**config.mk**
```make
export PLATFORM = sky130hd
export DESIGN_NAME = t16_core
export DESIGN_NICKNAME = d
export VERILOG_FILES = /design/src/t16_pkg.sv /design/src/t16_noise_filter.sv /design/src/t16_core.sv
export VERILOG_INCLUDE_DIRS = /design/src
export SDC_FILE = /design/constraint.sdc
export NUM_CORES = 1
export LEC_CHECK = 0
export BUFFER_PORTS_ARGS = -buffer_cell sky130_fd_sc_hd__clkbuf_2
export CAP_MARGIN = 25
export CORE_ASPECT_RATIO = 1.2
export CORE_UTILIZATION = 40
export CTS_BUF_LIST = sky130_fd_sc_hd__clkbuf_16
export DETAILED_ROUTE_END_ITERATION = 10
export HOLD_SLACK_MARGIN = 0.03
export PLACE_DENSITY = 0.61
export SYNTH_ARGS = -nofsm -noshare
export SYNTH_HDL_FRONTEND = slang
export SYNTH_SLANG_ARGS = --single-unit
```
**constraint.sdc**
```tcl
create_clock -name ref_clk -period 3.2 [get_ports ref_clk]
set_clock_uncertainty 0.1 [all_clocks]
set_input_delay 0.48 -clock ref_clk [delete_from_list [all_inputs] [get_ports ref_clk]]
set_output_delay 0.48 -clock ref_clk [all_outputs]
set_load 0.03 [all_outputs]
```
**src/t16_consts.svh**
```systemverilog
`ifndef T16_CONSTS_SVH
`define T16_CONSTS_SVH

// ----------------------------------------------------------------
// Byte locations on the 8-bit register port
// ----------------------------------------------------------------
`define T16_ADDR_CNT_L 3'h0
`define T16_ADDR_CNT_H 3'h1
`define T16_ADDR_CMPA_L 3'h2
`define T16_ADDR_CMPA_H 3'h3
`define T16_ADDR_CMPB_L 3'h4
`define T16_ADDR_CMPB_H 3'h5
`define T16_ADDR_CAP_L 3'h6
`define T16_ADDR_CAP_H 3'h7

// ----------------------------------------------------------------
// Flag and mask bit positions
// ----------------------------------------------------------------
`define T16_BIT_OVF 0
`define T16_BIT_CMPA 1
`define T16_BIT_CMPB 2
`define T16_BIT_CAP 3

// ----------------------------------------------------------------
// Fixed top values and counter limits
// ----------------------------------------------------------------
`define T16_TOP_8BIT 16'h00FF
`define T16_TOP_9BIT 16'h01FF
`define T16_TOP_10BIT 16'h03FF
`define T16_COUNT_FLOOR 16'h0000
`define T16_COUNT_MAX 16'hFFFF

// ----------------------------------------------------------------
// Prescaler tap masks (divide by 8, 64, 256, 1024)
// ----------------------------------------------------------------
`define T16_DIV8_MASK 10'h007
`define T16_DIV64_MASK 10'h03F
`define T16_DIV256_MASK 10'h0FF
`define T16_DIV1024_MASK 10'h3FF

// ----------------------------------------------------------------
// Capture noise filter length in samples
// ----------------------------------------------------------------
`define T16_FILTER_LEN 4

`endif

```
**src/t16_pkg.sv**
```systemverilog
package t16_pkg;

  // Timer tick source, in the order of the select code
  typedef enum logic [2:0] {
    T16_CLK_OFF,
    T16_CLK_DIV1,
    T16_CLK_DIV8,
    T16_CLK_DIV64,
    T16_CLK_DIV256,
    T16_CLK_DIV1024,
    T16_CLK_EXT_FALL,
    T16_CLK_EXT_RISE
  } t16_clk_sel_t;

  // Source of the counter's top value
  typedef enum logic [2:0] {
    T16_TOP_MAX,
    T16_TOP_FIX8,
    T16_TOP_FIX9,
    T16_TOP_FIX10,
    T16_TOP_CMPA,
    T16_TOP_CAP
  } t16_top_sel_t;

endpackage

```
**src/t16_noise_filter.sv**
```systemverilog
`timescale 1ns/10ps

module t16_noise_filter #(
  parameter int LEN = 4
) (
  // Clock and reset
  input wire logic ref_clk,
  input wire logic rstn,
  // Control
  input wire logic enable,
  // Data
  input wire logic level_in,
  output logic level_out
);

  logic [LEN-1:0] history;

  // ----------------------------------------------------------------
  // Sample history
  // ----------------------------------------------------------------
  always_ff @(posedge ref_clk or negedge rstn) begin
    if (!rstn) begin
      history <= '0;
    end else begin
      history <= {history[LEN-2:0], level_in};
    end
  end

  // ----------------------------------------------------------------
  // Output follows only after LEN equal samples when enabled
  // ----------------------------------------------------------------
  always_ff @(posedge ref_clk or negedge rstn) begin
    if (!rstn) begin
      level_out <= 1'b0;
    end else if (!enable) begin
      level_out <= level_in;
    end else if (&history) begin
      level_out <= 1'b1;
    end else if (~|history) begin
      level_out <= 1'b0;
    end
  end

endmodule

```
**src/t16_core.sv**
```systemverilog
// Overview of operation
// - Four flags: overflow, compare A, compare B, capture
// - Counter, compares, capture are 16-bit byte-accessed
// - Each request visible as flag, masked individually
// - Tick from clock, prescaler tap, or pin
// - Double buffered compares (held to the wrap in PWM mode) matched against counter on each tick without a counter write
// - Compare match sets that channel's flag
// - Capture edge latches counter into capture register
// - Optional noise filter on capture input
// - Top is fixed, compare A, or capture
// - Compare A as PWM top drives no output
// - Counter at floor when value becomes zero
// - Counter at maximum when value becomes FFFF
// - One shared high-byte holding register
// - Low-byte write loads held high byte too
// - Counter and capture low-byte reads copy high byte into holder
// - Compare reads bypass the holding register
// - Counter high location accesses the holder
// - Processor counter write beats clear and count
`timescale 1ns/10ps
`include "t16_consts.svh"

module t16_core
  import t16_pkg::*;
(
  // Clock and reset
  input wire logic ref_clk,
  input wire logic rstn,
  // Byte register port
  input wire logic [2:0] cpu_addr,
  input wire logic cpu_wr,
  input wire logic cpu_rd,
  input wire logic [7:0] cpu_wdata,
  output logic [7:0] cpu_rdata,
  // Control bits
  input wire logic timer_power_off_bit,
  input wire logic prescaler_reset,
  input wire t16_clk_sel_t clk_sel,
  input wire t16_top_sel_t top_sel,
  input wire logic pwm_mode,
  input wire logic capture_from_comparator,
  input wire logic capture_rising,
  input wire logic noise_cancel_en,
  // Flags, masks and requests
  input wire logic [3:0] timer_mask_reg,
  input wire logic [3:0] flag_clear,
  output logic [3:0] timer_flag_reg,
  output logic [3:0] irq_req,
  // Pins
  input wire logic ext_count_pin,
  input wire logic capture_input_pin,
  input wire logic comparator_out,
  output logic wave_out_a,
  output logic wave_out_b,
  // Counter status
  output logic [15:0] count_value_reg,
  output logic count_floor,
  output logic count_at_max
);

  // ----------------------------------------------------------------
  // Declarations
  // ----------------------------------------------------------------
  logic [7:0] high_hold;
  logic [15:0] cmpa_buf;
  logic [15:0] cmpb_buf;
  logic [15:0] compare_value_a;
  logic [15:0] compare_value_b;
  logic [15:0] capture_value_reg;
  logic [15:0] next_count;
  logic [15:0] top_value;
  logic [9:0] prescale;
  logic [1:0] ext_sync;
  logic ext_prev;
  logic [1:0] icp_sync;
  logic [1:0] aco_sync;
  logic cap_level;
  logic cap_prev;
  logic timer_tick;
  logic at_top;
  logic wrap;
  logic match_a;
  logic match_b;
  logic cap_event;
  logic wr_cnt;
  logic wr_cmpa;
  logic wr_cmpb;
  logic wr_cap;
  logic [3:0] set_flags;
  logic [3:0] next_flags;

  // ----------------------------------------------------------------
  // Free running prescaler
  // ----------------------------------------------------------------
  always_ff @(posedge ref_clk or negedge rstn) begin
    if (!rstn) begin
      prescale <= 10'h000;
    end else if (prescaler_reset) begin
      prescale <= 10'h000;
    end else begin
      prescale <= prescale + 10'h001;
    end
  end

  // ----------------------------------------------------------------
  // External count pin: two-stage sync then edge memory
  // ----------------------------------------------------------------
  always_ff @(posedge ref_clk or negedge rstn) begin
    if (!rstn) begin
      ext_sync <= 2'h0;
      ext_prev <= 1'b0;
    end else begin
      ext_sync <= {ext_sync[0], ext_count_pin};
      ext_prev <= ext_sync[1];
    end
  end

  // ----------------------------------------------------------------
  // Tick select; no source or power-off holds the counter
  // ----------------------------------------------------------------
  always_comb begin
    case (clk_sel)
      T16_CLK_OFF: timer_tick = 1'b0;
      T16_CLK_DIV1: timer_tick = 1'b1;
      T16_CLK_DIV8:
        timer_tick = (prescale & `T16_DIV8_MASK) == `T16_DIV8_MASK;
      T16_CLK_DIV64:
        timer_tick = (prescale & `T16_DIV64_MASK) == `T16_DIV64_MASK;
      T16_CLK_DIV256:
        timer_tick = (prescale & `T16_DIV256_MASK) == `T16_DIV256_MASK;
      T16_CLK_DIV1024:
        timer_tick = prescale == `T16_DIV1024_MASK;
      T16_CLK_EXT_FALL: timer_tick = ext_prev & ~ext_sync[1];
      T16_CLK_EXT_RISE: timer_tick = ~ext_prev & ext_sync[1];
      default: timer_tick = 1'b0;
    endcase
    if (timer_power_off_bit) begin
      timer_tick = 1'b0;
    end
  end

  // ----------------------------------------------------------------
  // Low-byte write strobes of the 16-bit registers
  // ----------------------------------------------------------------
  assign wr_cnt = cpu_wr && cpu_addr == `T16_ADDR_CNT_L;
  assign wr_cmpa = cpu_wr && cpu_addr == `T16_ADDR_CMPA_L;
  assign wr_cmpb = cpu_wr && cpu_addr == `T16_ADDR_CMPB_L;
  assign wr_cap = cpu_wr && cpu_addr == `T16_ADDR_CAP_L;

  // ----------------------------------------------------------------
  // Top value selection
  // ----------------------------------------------------------------
  always_comb begin
    case (top_sel)
      T16_TOP_MAX: top_value = `T16_COUNT_MAX;
      T16_TOP_FIX8: top_value = `T16_TOP_8BIT;
      T16_TOP_FIX9: top_value = `T16_TOP_9BIT;
      T16_TOP_FIX10: top_value = `T16_TOP_10BIT;
      T16_TOP_CMPA: top_value = compare_value_a;
      T16_TOP_CAP: top_value = capture_value_reg;
      default: top_value = `T16_COUNT_MAX;
    endcase
  end

  assign at_top = count_value_reg == top_value;
  assign wrap = timer_tick && at_top && !wr_cnt;
  assign match_a = timer_tick && !wr_cnt &&
                   count_value_reg == compare_value_a;
  assign match_b = timer_tick && !wr_cnt &&
                   count_value_reg == compare_value_b;

  // ----------------------------------------------------------------
  // Counter next value: processor write first, then count or wrap
  // ----------------------------------------------------------------
  always_comb begin
    if (wr_cnt) begin
      next_count = {high_hold, cpu_wdata};
    end else if (timer_tick && at_top) begin
      next_count = `T16_COUNT_FLOOR;
    end else if (timer_tick) begin
      next_count = count_value_reg + 16'h0001;
    end else begin
      next_count = count_value_reg;
    end
  end

  // ----------------------------------------------------------------
  // Counter and its floor and maximum indications
  // ----------------------------------------------------------------
  always_ff @(posedge ref_clk or negedge rstn) begin
    if (!rstn) begin
      count_value_reg <= `T16_COUNT_FLOOR;
      count_floor <= 1'b1;
      count_at_max <= 1'b0;
    end else begin
      count_value_reg <= next_count;
      count_floor <= next_count == `T16_COUNT_FLOOR;
      count_at_max <= next_count == `T16_COUNT_MAX;
    end
  end

  // ----------------------------------------------------------------
  // Compare buffers written by the processor
  // ----------------------------------------------------------------
  always_ff @(posedge ref_clk or negedge rstn) begin
    if (!rstn) begin
      cmpa_buf <= 16'h0000;
      cmpb_buf <= 16'h0000;
    end else begin
      if (wr_cmpa) begin
        cmpa_buf <= {high_hold, cpu_wdata};
      end
      if (wr_cmpb) begin
        cmpb_buf <= {high_hold, cpu_wdata};
      end
    end
  end

  // ----------------------------------------------------------------
  // Active compares: in PWM mode they load only at the wrap
  // ----------------------------------------------------------------
  always_ff @(posedge ref_clk or negedge rstn) begin
    if (!rstn) begin
      compare_value_a <= 16'h0000;
      compare_value_b <= 16'h0000;
    end else if (!pwm_mode || wrap) begin
      compare_value_a <= cmpa_buf;
      compare_value_b <= cmpb_buf;
    end
  end

  // ----------------------------------------------------------------
  // Capture input sync, optional filter and edge detect
  // ----------------------------------------------------------------
  always_ff @(posedge ref_clk or negedge rstn) begin
    if (!rstn) begin
      icp_sync <= 2'h0;
      aco_sync <= 2'h0;
      cap_prev <= 1'b0;
    end else begin
      icp_sync <= {icp_sync[0], capture_input_pin};
      aco_sync <= {aco_sync[0], comparator_out};
      cap_prev <= cap_level;
    end
  end

  t16_noise_filter #(
    .LEN(`T16_FILTER_LEN)
  ) u_filter (
    .ref_clk(ref_clk),
    .rstn(rstn),
    .enable(noise_cancel_en),
    .level_in(capture_from_comparator ? aco_sync[1] : icp_sync[1]),
    .level_out(cap_level)
  );

  // Capture is off while the capture register defines the top
  assign cap_event = (top_sel != T16_TOP_CAP) &&
                     (capture_rising ? (cap_level & ~cap_prev)
                                     : (~cap_level & cap_prev));

  // ----------------------------------------------------------------
  // Capture register: event latches counter, processor may load it
  // ----------------------------------------------------------------
  always_ff @(posedge ref_clk or negedge rstn) begin
    if (!rstn) begin
      capture_value_reg <= 16'h0000;
    end else if (wr_cap) begin
      capture_value_reg <= {high_hold, cpu_wdata};
    end else if (cap_event) begin
      capture_value_reg <= count_value_reg;
    end
  end

  // ----------------------------------------------------------------
  // Shared high-byte holding register
  // ----------------------------------------------------------------
  always_ff @(posedge ref_clk or negedge rstn) begin
    if (!rstn) begin
      high_hold <= 8'h00;
    end else if (cpu_wr) begin
      case (cpu_addr)
        `T16_ADDR_CNT_H: high_hold <= cpu_wdata;
        `T16_ADDR_CMPA_H: high_hold <= cpu_wdata;
        `T16_ADDR_CMPB_H: high_hold <= cpu_wdata;
        `T16_ADDR_CAP_H: high_hold <= cpu_wdata;
        default: high_hold <= high_hold;
      endcase
    end else if (cpu_rd) begin
      case (cpu_addr)
        `T16_ADDR_CNT_L: high_hold <= count_value_reg[15:8];
        `T16_ADDR_CAP_L: high_hold <= capture_value_reg[15:8];
        default: high_hold <= high_hold;
      endcase
    end
  end

  // ----------------------------------------------------------------
  // Read data, registered; a write in the same cycle wins
  // ----------------------------------------------------------------
  always_ff @(posedge ref_clk or negedge rstn) begin
    if (!rstn) begin
      cpu_rdata <= 8'h00;
    end else if (cpu_rd && !cpu_wr) begin
      case (cpu_addr)
        `T16_ADDR_CNT_L: cpu_rdata <= count_value_reg[7:0];
        `T16_ADDR_CNT_H: cpu_rdata <= high_hold;
        `T16_ADDR_CMPA_L: cpu_rdata <= cmpa_buf[7:0];
        `T16_ADDR_CMPA_H: cpu_rdata <= cmpa_buf[15:8];
        `T16_ADDR_CMPB_L: cpu_rdata <= cmpb_buf[7:0];
        `T16_ADDR_CMPB_H: cpu_rdata <= cmpb_buf[15:8];
        `T16_ADDR_CAP_L: cpu_rdata <= capture_value_reg[7:0];
        `T16_ADDR_CAP_H: cpu_rdata <= high_hold;
        default: cpu_rdata <= 8'h00;
      endcase
    end
  end

  // ----------------------------------------------------------------
  // Flag set and clear; a set in the clear cycle wins
  // ----------------------------------------------------------------
  always_comb begin
    set_flags = 4'h0;
    set_flags[`T16_BIT_OVF] = wrap;
    set_flags[`T16_BIT_CMPA] = match_a;
    set_flags[`T16_BIT_CMPB] = match_b;
    set_flags[`T16_BIT_CAP] = cap_event;
    next_flags = (timer_flag_reg & ~flag_clear) | set_flags;
  end

  always_ff @(posedge ref_clk or negedge rstn) begin
    if (!rstn) begin
      timer_flag_reg <= 4'h0;
      irq_req <= 4'h0;
    end else begin
      timer_flag_reg <= next_flags;
      irq_req <= next_flags & timer_mask_reg;
    end
  end

  // ----------------------------------------------------------------
  // Waveform outputs: PWM set at floor, clear at match (A held low while it sets top); else toggle
  // ----------------------------------------------------------------
  always_ff @(posedge ref_clk or negedge rstn) begin
    if (!rstn) begin
      wave_out_a <= 1'b0;
      wave_out_b <= 1'b0;
    end else begin
      if (pwm_mode && top_sel == T16_TOP_CMPA) begin
        wave_out_a <= 1'b0;
      end else if (pwm_mode && match_a) begin
        wave_out_a <= 1'b0;
      end else if (pwm_mode && wrap) begin
        wave_out_a <= 1'b1;
      end else if (!pwm_mode && match_a) begin
        wave_out_a <= ~wave_out_a;
      end
      if (pwm_mode && match_b) begin
        wave_out_b <= 1'b0;
      end else if (pwm_mode && wrap) begin
        wave_out_b <= 1'b1;
      end else if (!pwm_mode && match_b) begin
        wave_out_b <= ~wave_out_b;
      end
    end
  end

endmodule

```
[Yosys cells after proc, flatten, opt, wreduce, memory -nomap -nowiden]
Cells that the tools add are included.
Word-level totals
  word-level logic and storage cells: 128
  register bits after elaboration: 147
  output and inout port bits: 36
Cells by class
  multiplexer cells: 26
  add/subtract/negate cells: 2
  reduce and logical (&&, ||, !) cells: 34
  bitwise logic cells: 14
  equality and inequality tests: 30
Operators with widths (number)
  16-bit two-way mux: 5
  16-bit case mux with 5 select lines: 1
  8-bit case mux with 7 select lines: 1
  16-bit == test: 3
  3-bit == test (second input constant): 11
  8-bit two-way mux: 3
  3-bit by 2-bit == test with 1-bit output (second input constant): 6
  1-bit logical AND: 17
  16-bit by 1-bit adder with 16-bit output (second input constant): 1
  16-bit == test (second input constant): 1
  16-bit logical NOT: 1
  8-bit case mux with 2 select lines: 1
  1-bit two-way mux: 13
  10-bit by 1-bit adder with 10-bit output (second input constant): 1
  10-bit == test (second input constant): 1
  10-bit two-way mux: 1
  3-bit by 1-bit == test with 1-bit output (second input constant): 3
  4-bit AND: 2
  8-bit == test (second input constant): 1
  1-bit case mux with 8 select lines: 1
  4-bit OR reduction: 2
  6-bit == test (second input constant): 1
  3-bit logical NOT: 2
  1-bit NOT: 6
  other kinds (14): 21

[Logic depth before layout (Yosys ltp)]
  depth after elaboration: 11
  mapped depth: 13

[Cells and area by module]
Synthesis repeated with hierarchy kept, for this count alone.
Second synthesis, totals
  cell total of the unflattened synthesis: 820
  area total of the unflattened synthesis: 8433.1 µm²
By module, submodules not included
  t16_core: seq. area each 3554.7 µm², area an instance 8277.9 µm², instances 1, cells an instance 810
  t16_noise_filter: seq. area each 125.1 µm², area an instance 155.1 µm², instances 1, cells an instance 10

[Worst setup path before layout]
No wires, ideal clock.
  kind: input to register
  start point: input top_sel[2]
  end point: register compare_value_a[0]
  required time: 2.975 ns
  slack: -0.322 ns
  stages on the path: 13
  buffers on the path: 3
  arrival: 3.297 ns
  cells stage by stage: clkbuf_1 inv_1 ha_1 clkbuf_1 inv_1 a21boi_1 or3_4 a2111oi_4 nand4_4 or3_4 nand2_8 buf_12 mux2_4
Between the ends
  word-level cells in the longest chain between the ends: 6
Ends and longest elaborated chain
  start, declared: RTL line t16_core.sv:39  | input wire t16_top_sel_t top_sel,
  3-bit == test, or another cell as far along: RTL line t16_core.sv:154  | case (top_sel)
  16-bit case mux with 5 select lines *: RTL line t16_core.sv:154
  16-bit == test *: RTL line t16_core.sv:165  | assign at_top = count_value_reg == top_value;
  1-bit logical AND * (2 in a row): RTL line t16_core.sv:166  | assign wrap = timer_tick && at_top && !wr_cnt;
  1-bit logical OR *: RTL line t16_core.sv:226  | end else if (!pwm_mode || wrap) begin
  end signal, assigned: RTL line t16_core.sv:227  | compare_value_a <= cmpa_buf;
  end, declared: RTL line t16_core.sv:67  | logic [15:0] compare_value_a;
Every way passes the cells marked *; elsewhere a longest branch is shown, timed or not.
A chain may end at the register's enable or synchronous reset.

[Worst setup path in the final report]
  start point: register prescale[1]
  end point: register count_at_max
Between the ends
  word-level cells in the longest chain between the ends: 7
Ends and longest elaborated chain
  start, declared: RTL line t16_core.sv:72  | logic [9:0] prescale;
  start signal, assigned: RTL line t16_core.sv:101  | prescale <= prescale + 10'h001;
  10-bit == test (no line), or another cell as far along
  1-bit case mux with 8 select lines *: RTL line t16_core.sv:122  | case (clk_sel)
  1-bit two-way mux *: RTL line t16_core.sv:137  | if (timer_power_off_bit) begin
  16-bit two-way mux / 1-bit logical AND (equally long branches): RTL line t16_core.sv:180, t16_core.sv:178
  16-bit two-way mux *: RTL line t16_core.sv:178  | end else if (timer_tick && at_top) begin
  16-bit two-way mux *: RTL line t16_core.sv:176  | if (wr_cnt) begin
  16-bit == test (no line) *
  end signal, assigned: RTL line t16_core.sv:198  | count_at_max <= next_count == `T16_COUNT_MAX;
  end, declared: RTL line t16_core.sv:58  | output logic count_at_max
Marked as above.

==> impl_results.md <==
- Status: complete, no violations
- Critical path class: reg -> reg
- I/O Buffers: 73
- Synthesized area: 8500 sq um
- Leading cell types by total area after synthesis: dfrtp_1 (43%), mux2i_1 (5.8%), mux2_2 (5.7%)
- Final hold violation count: 0
- Top_reg_cell synth: dfrtp_1
- Placer Congestion: 0.938
- RSZ-0062 raised after global routing: no
- Number of fill cells in the layout: 1,948
- Chip width: about 140 um
- Remaining global-route overflow: 0
- Pin count of the biggest net entering global routing: 72
- Rows: 58
- Pwr/cell area: between 700 and 800 nW/um^2
- H-tree levels: 4
- Mapped Cells: 838
- GR Util All Layers: about 26%
- R2R depth: 11
- Synth Register Bits: roughly 150
- Share of post-route cells with drive strength above 1: 28.9%
- Netlist cell types: 78
- Hold/Removal Path Class: in -> reg
- Post-route DRC violation count: 0
- Startpoint types: flip-flop
- Clk slew on worst S/H paths: 0.06 ns
- # setup viols final: 0
- CTS Buf Count: 17
- Max Cap Viol: 0
- CP endpoint kind: flip-flop
- WP data required: 3.47 ns
- Clock Path Buffers: 2
- Pre-CTS setup slack: -0.138 ns
- DRT Pass-1 Iters: 5
- CTS sink cnt: 147
- Sequential area share after synthesis: about 43%
- Hold depth: 1
- Vias per cell: slightly below 6
- Synth async-reset ratio: 100%
- Post-route ant nets: 0
- Height of the die: between 150 and 200 um
- Full die area: 21,900 sq um
- CP Max Fanout: 3
- Fin crit period: 3.04 ns
- Initial antenna violation count: 0
- Leak: around 4.7 nW
- Worst-Skew Late Latency: 0.43 ns
- Final period util: 95.0%
- Register Area: between 3000 and 4000 sq um
- Initial Util: 40.7%
- Yosys warns: 0
- Final total power: between 7 and 8 mW
- Global-route wire length before repair: 41.9 mm
- Slew headroom: between 60 and 70%
- Diodes inserted: 0
- Multi-input gate area: 4480 sq um
- Slew Viols, Final: 0
- Data arrival time of the critical path: 3.31 ns
- Final nets: 984
- Vias: a little over 7,000
- Number of flops mapped to enable cells by yosys: 0
- Layout area overhead: 20.9%
- Mapped Nets: 880
- Clk root buf: clkbuf_16
- VDD IR max: roughly 400 uV
- Routed WL: 27.0 mm
- I/O Pins: 74
- Average wire per standard cell: roughly 22 um
- Initial DRC Count: 609
- Core box area: 20,900 sq um
- Syn avg cell area: 10.1 sq um
- Detailed Place HPWL: between 15 and 20 mm
- Hold_ws: a little over 0.05 ns
- CTS tree: done
- Fmax: about 0.33 GHz
- Post-route setup slack: 0.159 ns
- Synth area leader: dfrtp_1
- Vias in the first global route: 6,905
- Worst slew pin tran: 0.544 ns
- Top-area cell type share of the netlist area: a little over two fifths
worst max-delay path, stage by stage (launching register included):
cell,delay (ns)
dfrtp_1,0.37
ha_1,0.21
ha_1,0.21
a211oi_2,0.10
nor3_2,0.21
o21ai_2,0.11
or4_1,0.53
a21o_1,0.20
a222oi_1,0.33
nand4_1,0.20
a2111oi_2,0.26
buf_4,0.16
layer usage:
metal  part of all wire (%)  track usage (%)
met3                    7.8             5.84
met1                     43             35.3
met2                     46             39.8
met4                    3.4             10.7
met5                      0                0
layout by cell type, fill, tap and decap left out, types with 4 or more instances in the layout:
master / instances
a31oi_1: 5
dfrtp_1: 146
or3_1: 4
mux2_4: 30
o22ai_1: 14
a211oi_1: 7
nor2_1: 61
bufinv_16: 6
a21o_1: 4
nand2_1: 53
nor2b_1: 11
o211ai_1: 8
nand2b_1: 9
and4b_1: 4
o2bb2ai_1: 4
inv_6: 5
xor2_1: 43
inv_1: 21
nor4_1: 18
nand3_1: 16
and3_1: 6
a21oi_1: 43
clkbuf_16: 17
mux2i_1: 49
xnor2_1: 7
and2_1: 12
buf_12: 6
buf_4: 67
nor3_1: 8
o21ai_0: 55
o2111ai_1: 4
nand4_1: 12
a22oi_1: 6
clkbuf_2: 72
mux2_2: 43
what timing repair did:
action | in CTS | in global routing
buffers inserted | 0 | 0
endpoints found under the hold margin | 53 | 0
endpoints found under the setup margin | 0 | 1
hold buffers | 1 | 0
resized for setup | 0 | 3
area by class of cell:
type	instances	share of cell area, %
inverters	23	0.913
repair buffers	147	9.77
flip-flops and latches	147	35.8
well taps	270	3.29
multi-input cells	606	43.6
clock inverters	15	2.46
clock buffers	17	4.14
metrics by stage:
step           std cells  instance area, sq um  TNS (ns)  util [%]
2_1_floorplan        838                  8570   -0.0927         -
3_3_place_gp        1192                  9580     -3.14      45.8
3_5_place_dp        1192                  9580     -3.52      45.8
4_1_cts             1225                 10300         0      49.1
5_1_grt             1225                 10300         0      49.2
6_report            1225                 10300         0      49.2
cells in the mapped netlist (9+ instances only):
library cell and count:
nand2b_1 9, nand3_1 16, nand4_1 12, and2_1 12, xor2_1 43, o22ai_1 14
nor2_1 61, nor3_1 10, mux2i_1 49, mux2_4 30, inv_1 22, clkbuf_1 45
dfrtp_1 146, nand2_1 54, nor2b_1 11, a21oi_1 44, nor4_1 19, o21ai_0 55
mux2_2 43
logic make-up after synthesis:
group	after synthesis	share of synthesized area [%]
simple gates	237	14.6
xor+xnor	50	5.15
buf+inv	85	4.59
flops	147	43.3
compound gates	193	15.0
mux	122	16.8
fa+ha+maj	4	0.589
final timing paths:
| kind | endpoint | from | slack [ns] |
|---|---|---|---|
| worst min-delay path | icp_sync[0]$_DFF_PN0_ | capture_input_pin | 0.05 |
| min in group asynchronous | timer_flag_reg[2]$_DFF_PN0_ | rstn | 0.48 |
| worst max-delay path | count_at_max$_DFF_PN0_ | prescale[1]$_DFF_PN0_ | 0.16 |
| worst max register to register | count_at_max$_DFF_PN0_ | prescale[1]$_DFF_PN0_ | 0.16 |
| max in group asynchronous | high_hold[3]$_DFFE_PN0P_ | rstn | 1.73 |
| worst min register to register | icp_sync[1]$_DFF_PN0_ | icp_sync[0]$_DFF_PN0_ | 0.25 |
power by group:
| group | internal [mW] | switching, mW |
|---|---|---|
| combinational | 1.05 | 1.30 |
| clock | 1.47 | 0.826 |
| sequential | 2.31 | 0.606 |
| total | 4.83 | 2.73 |
Power figures use the tool's default switching activity.
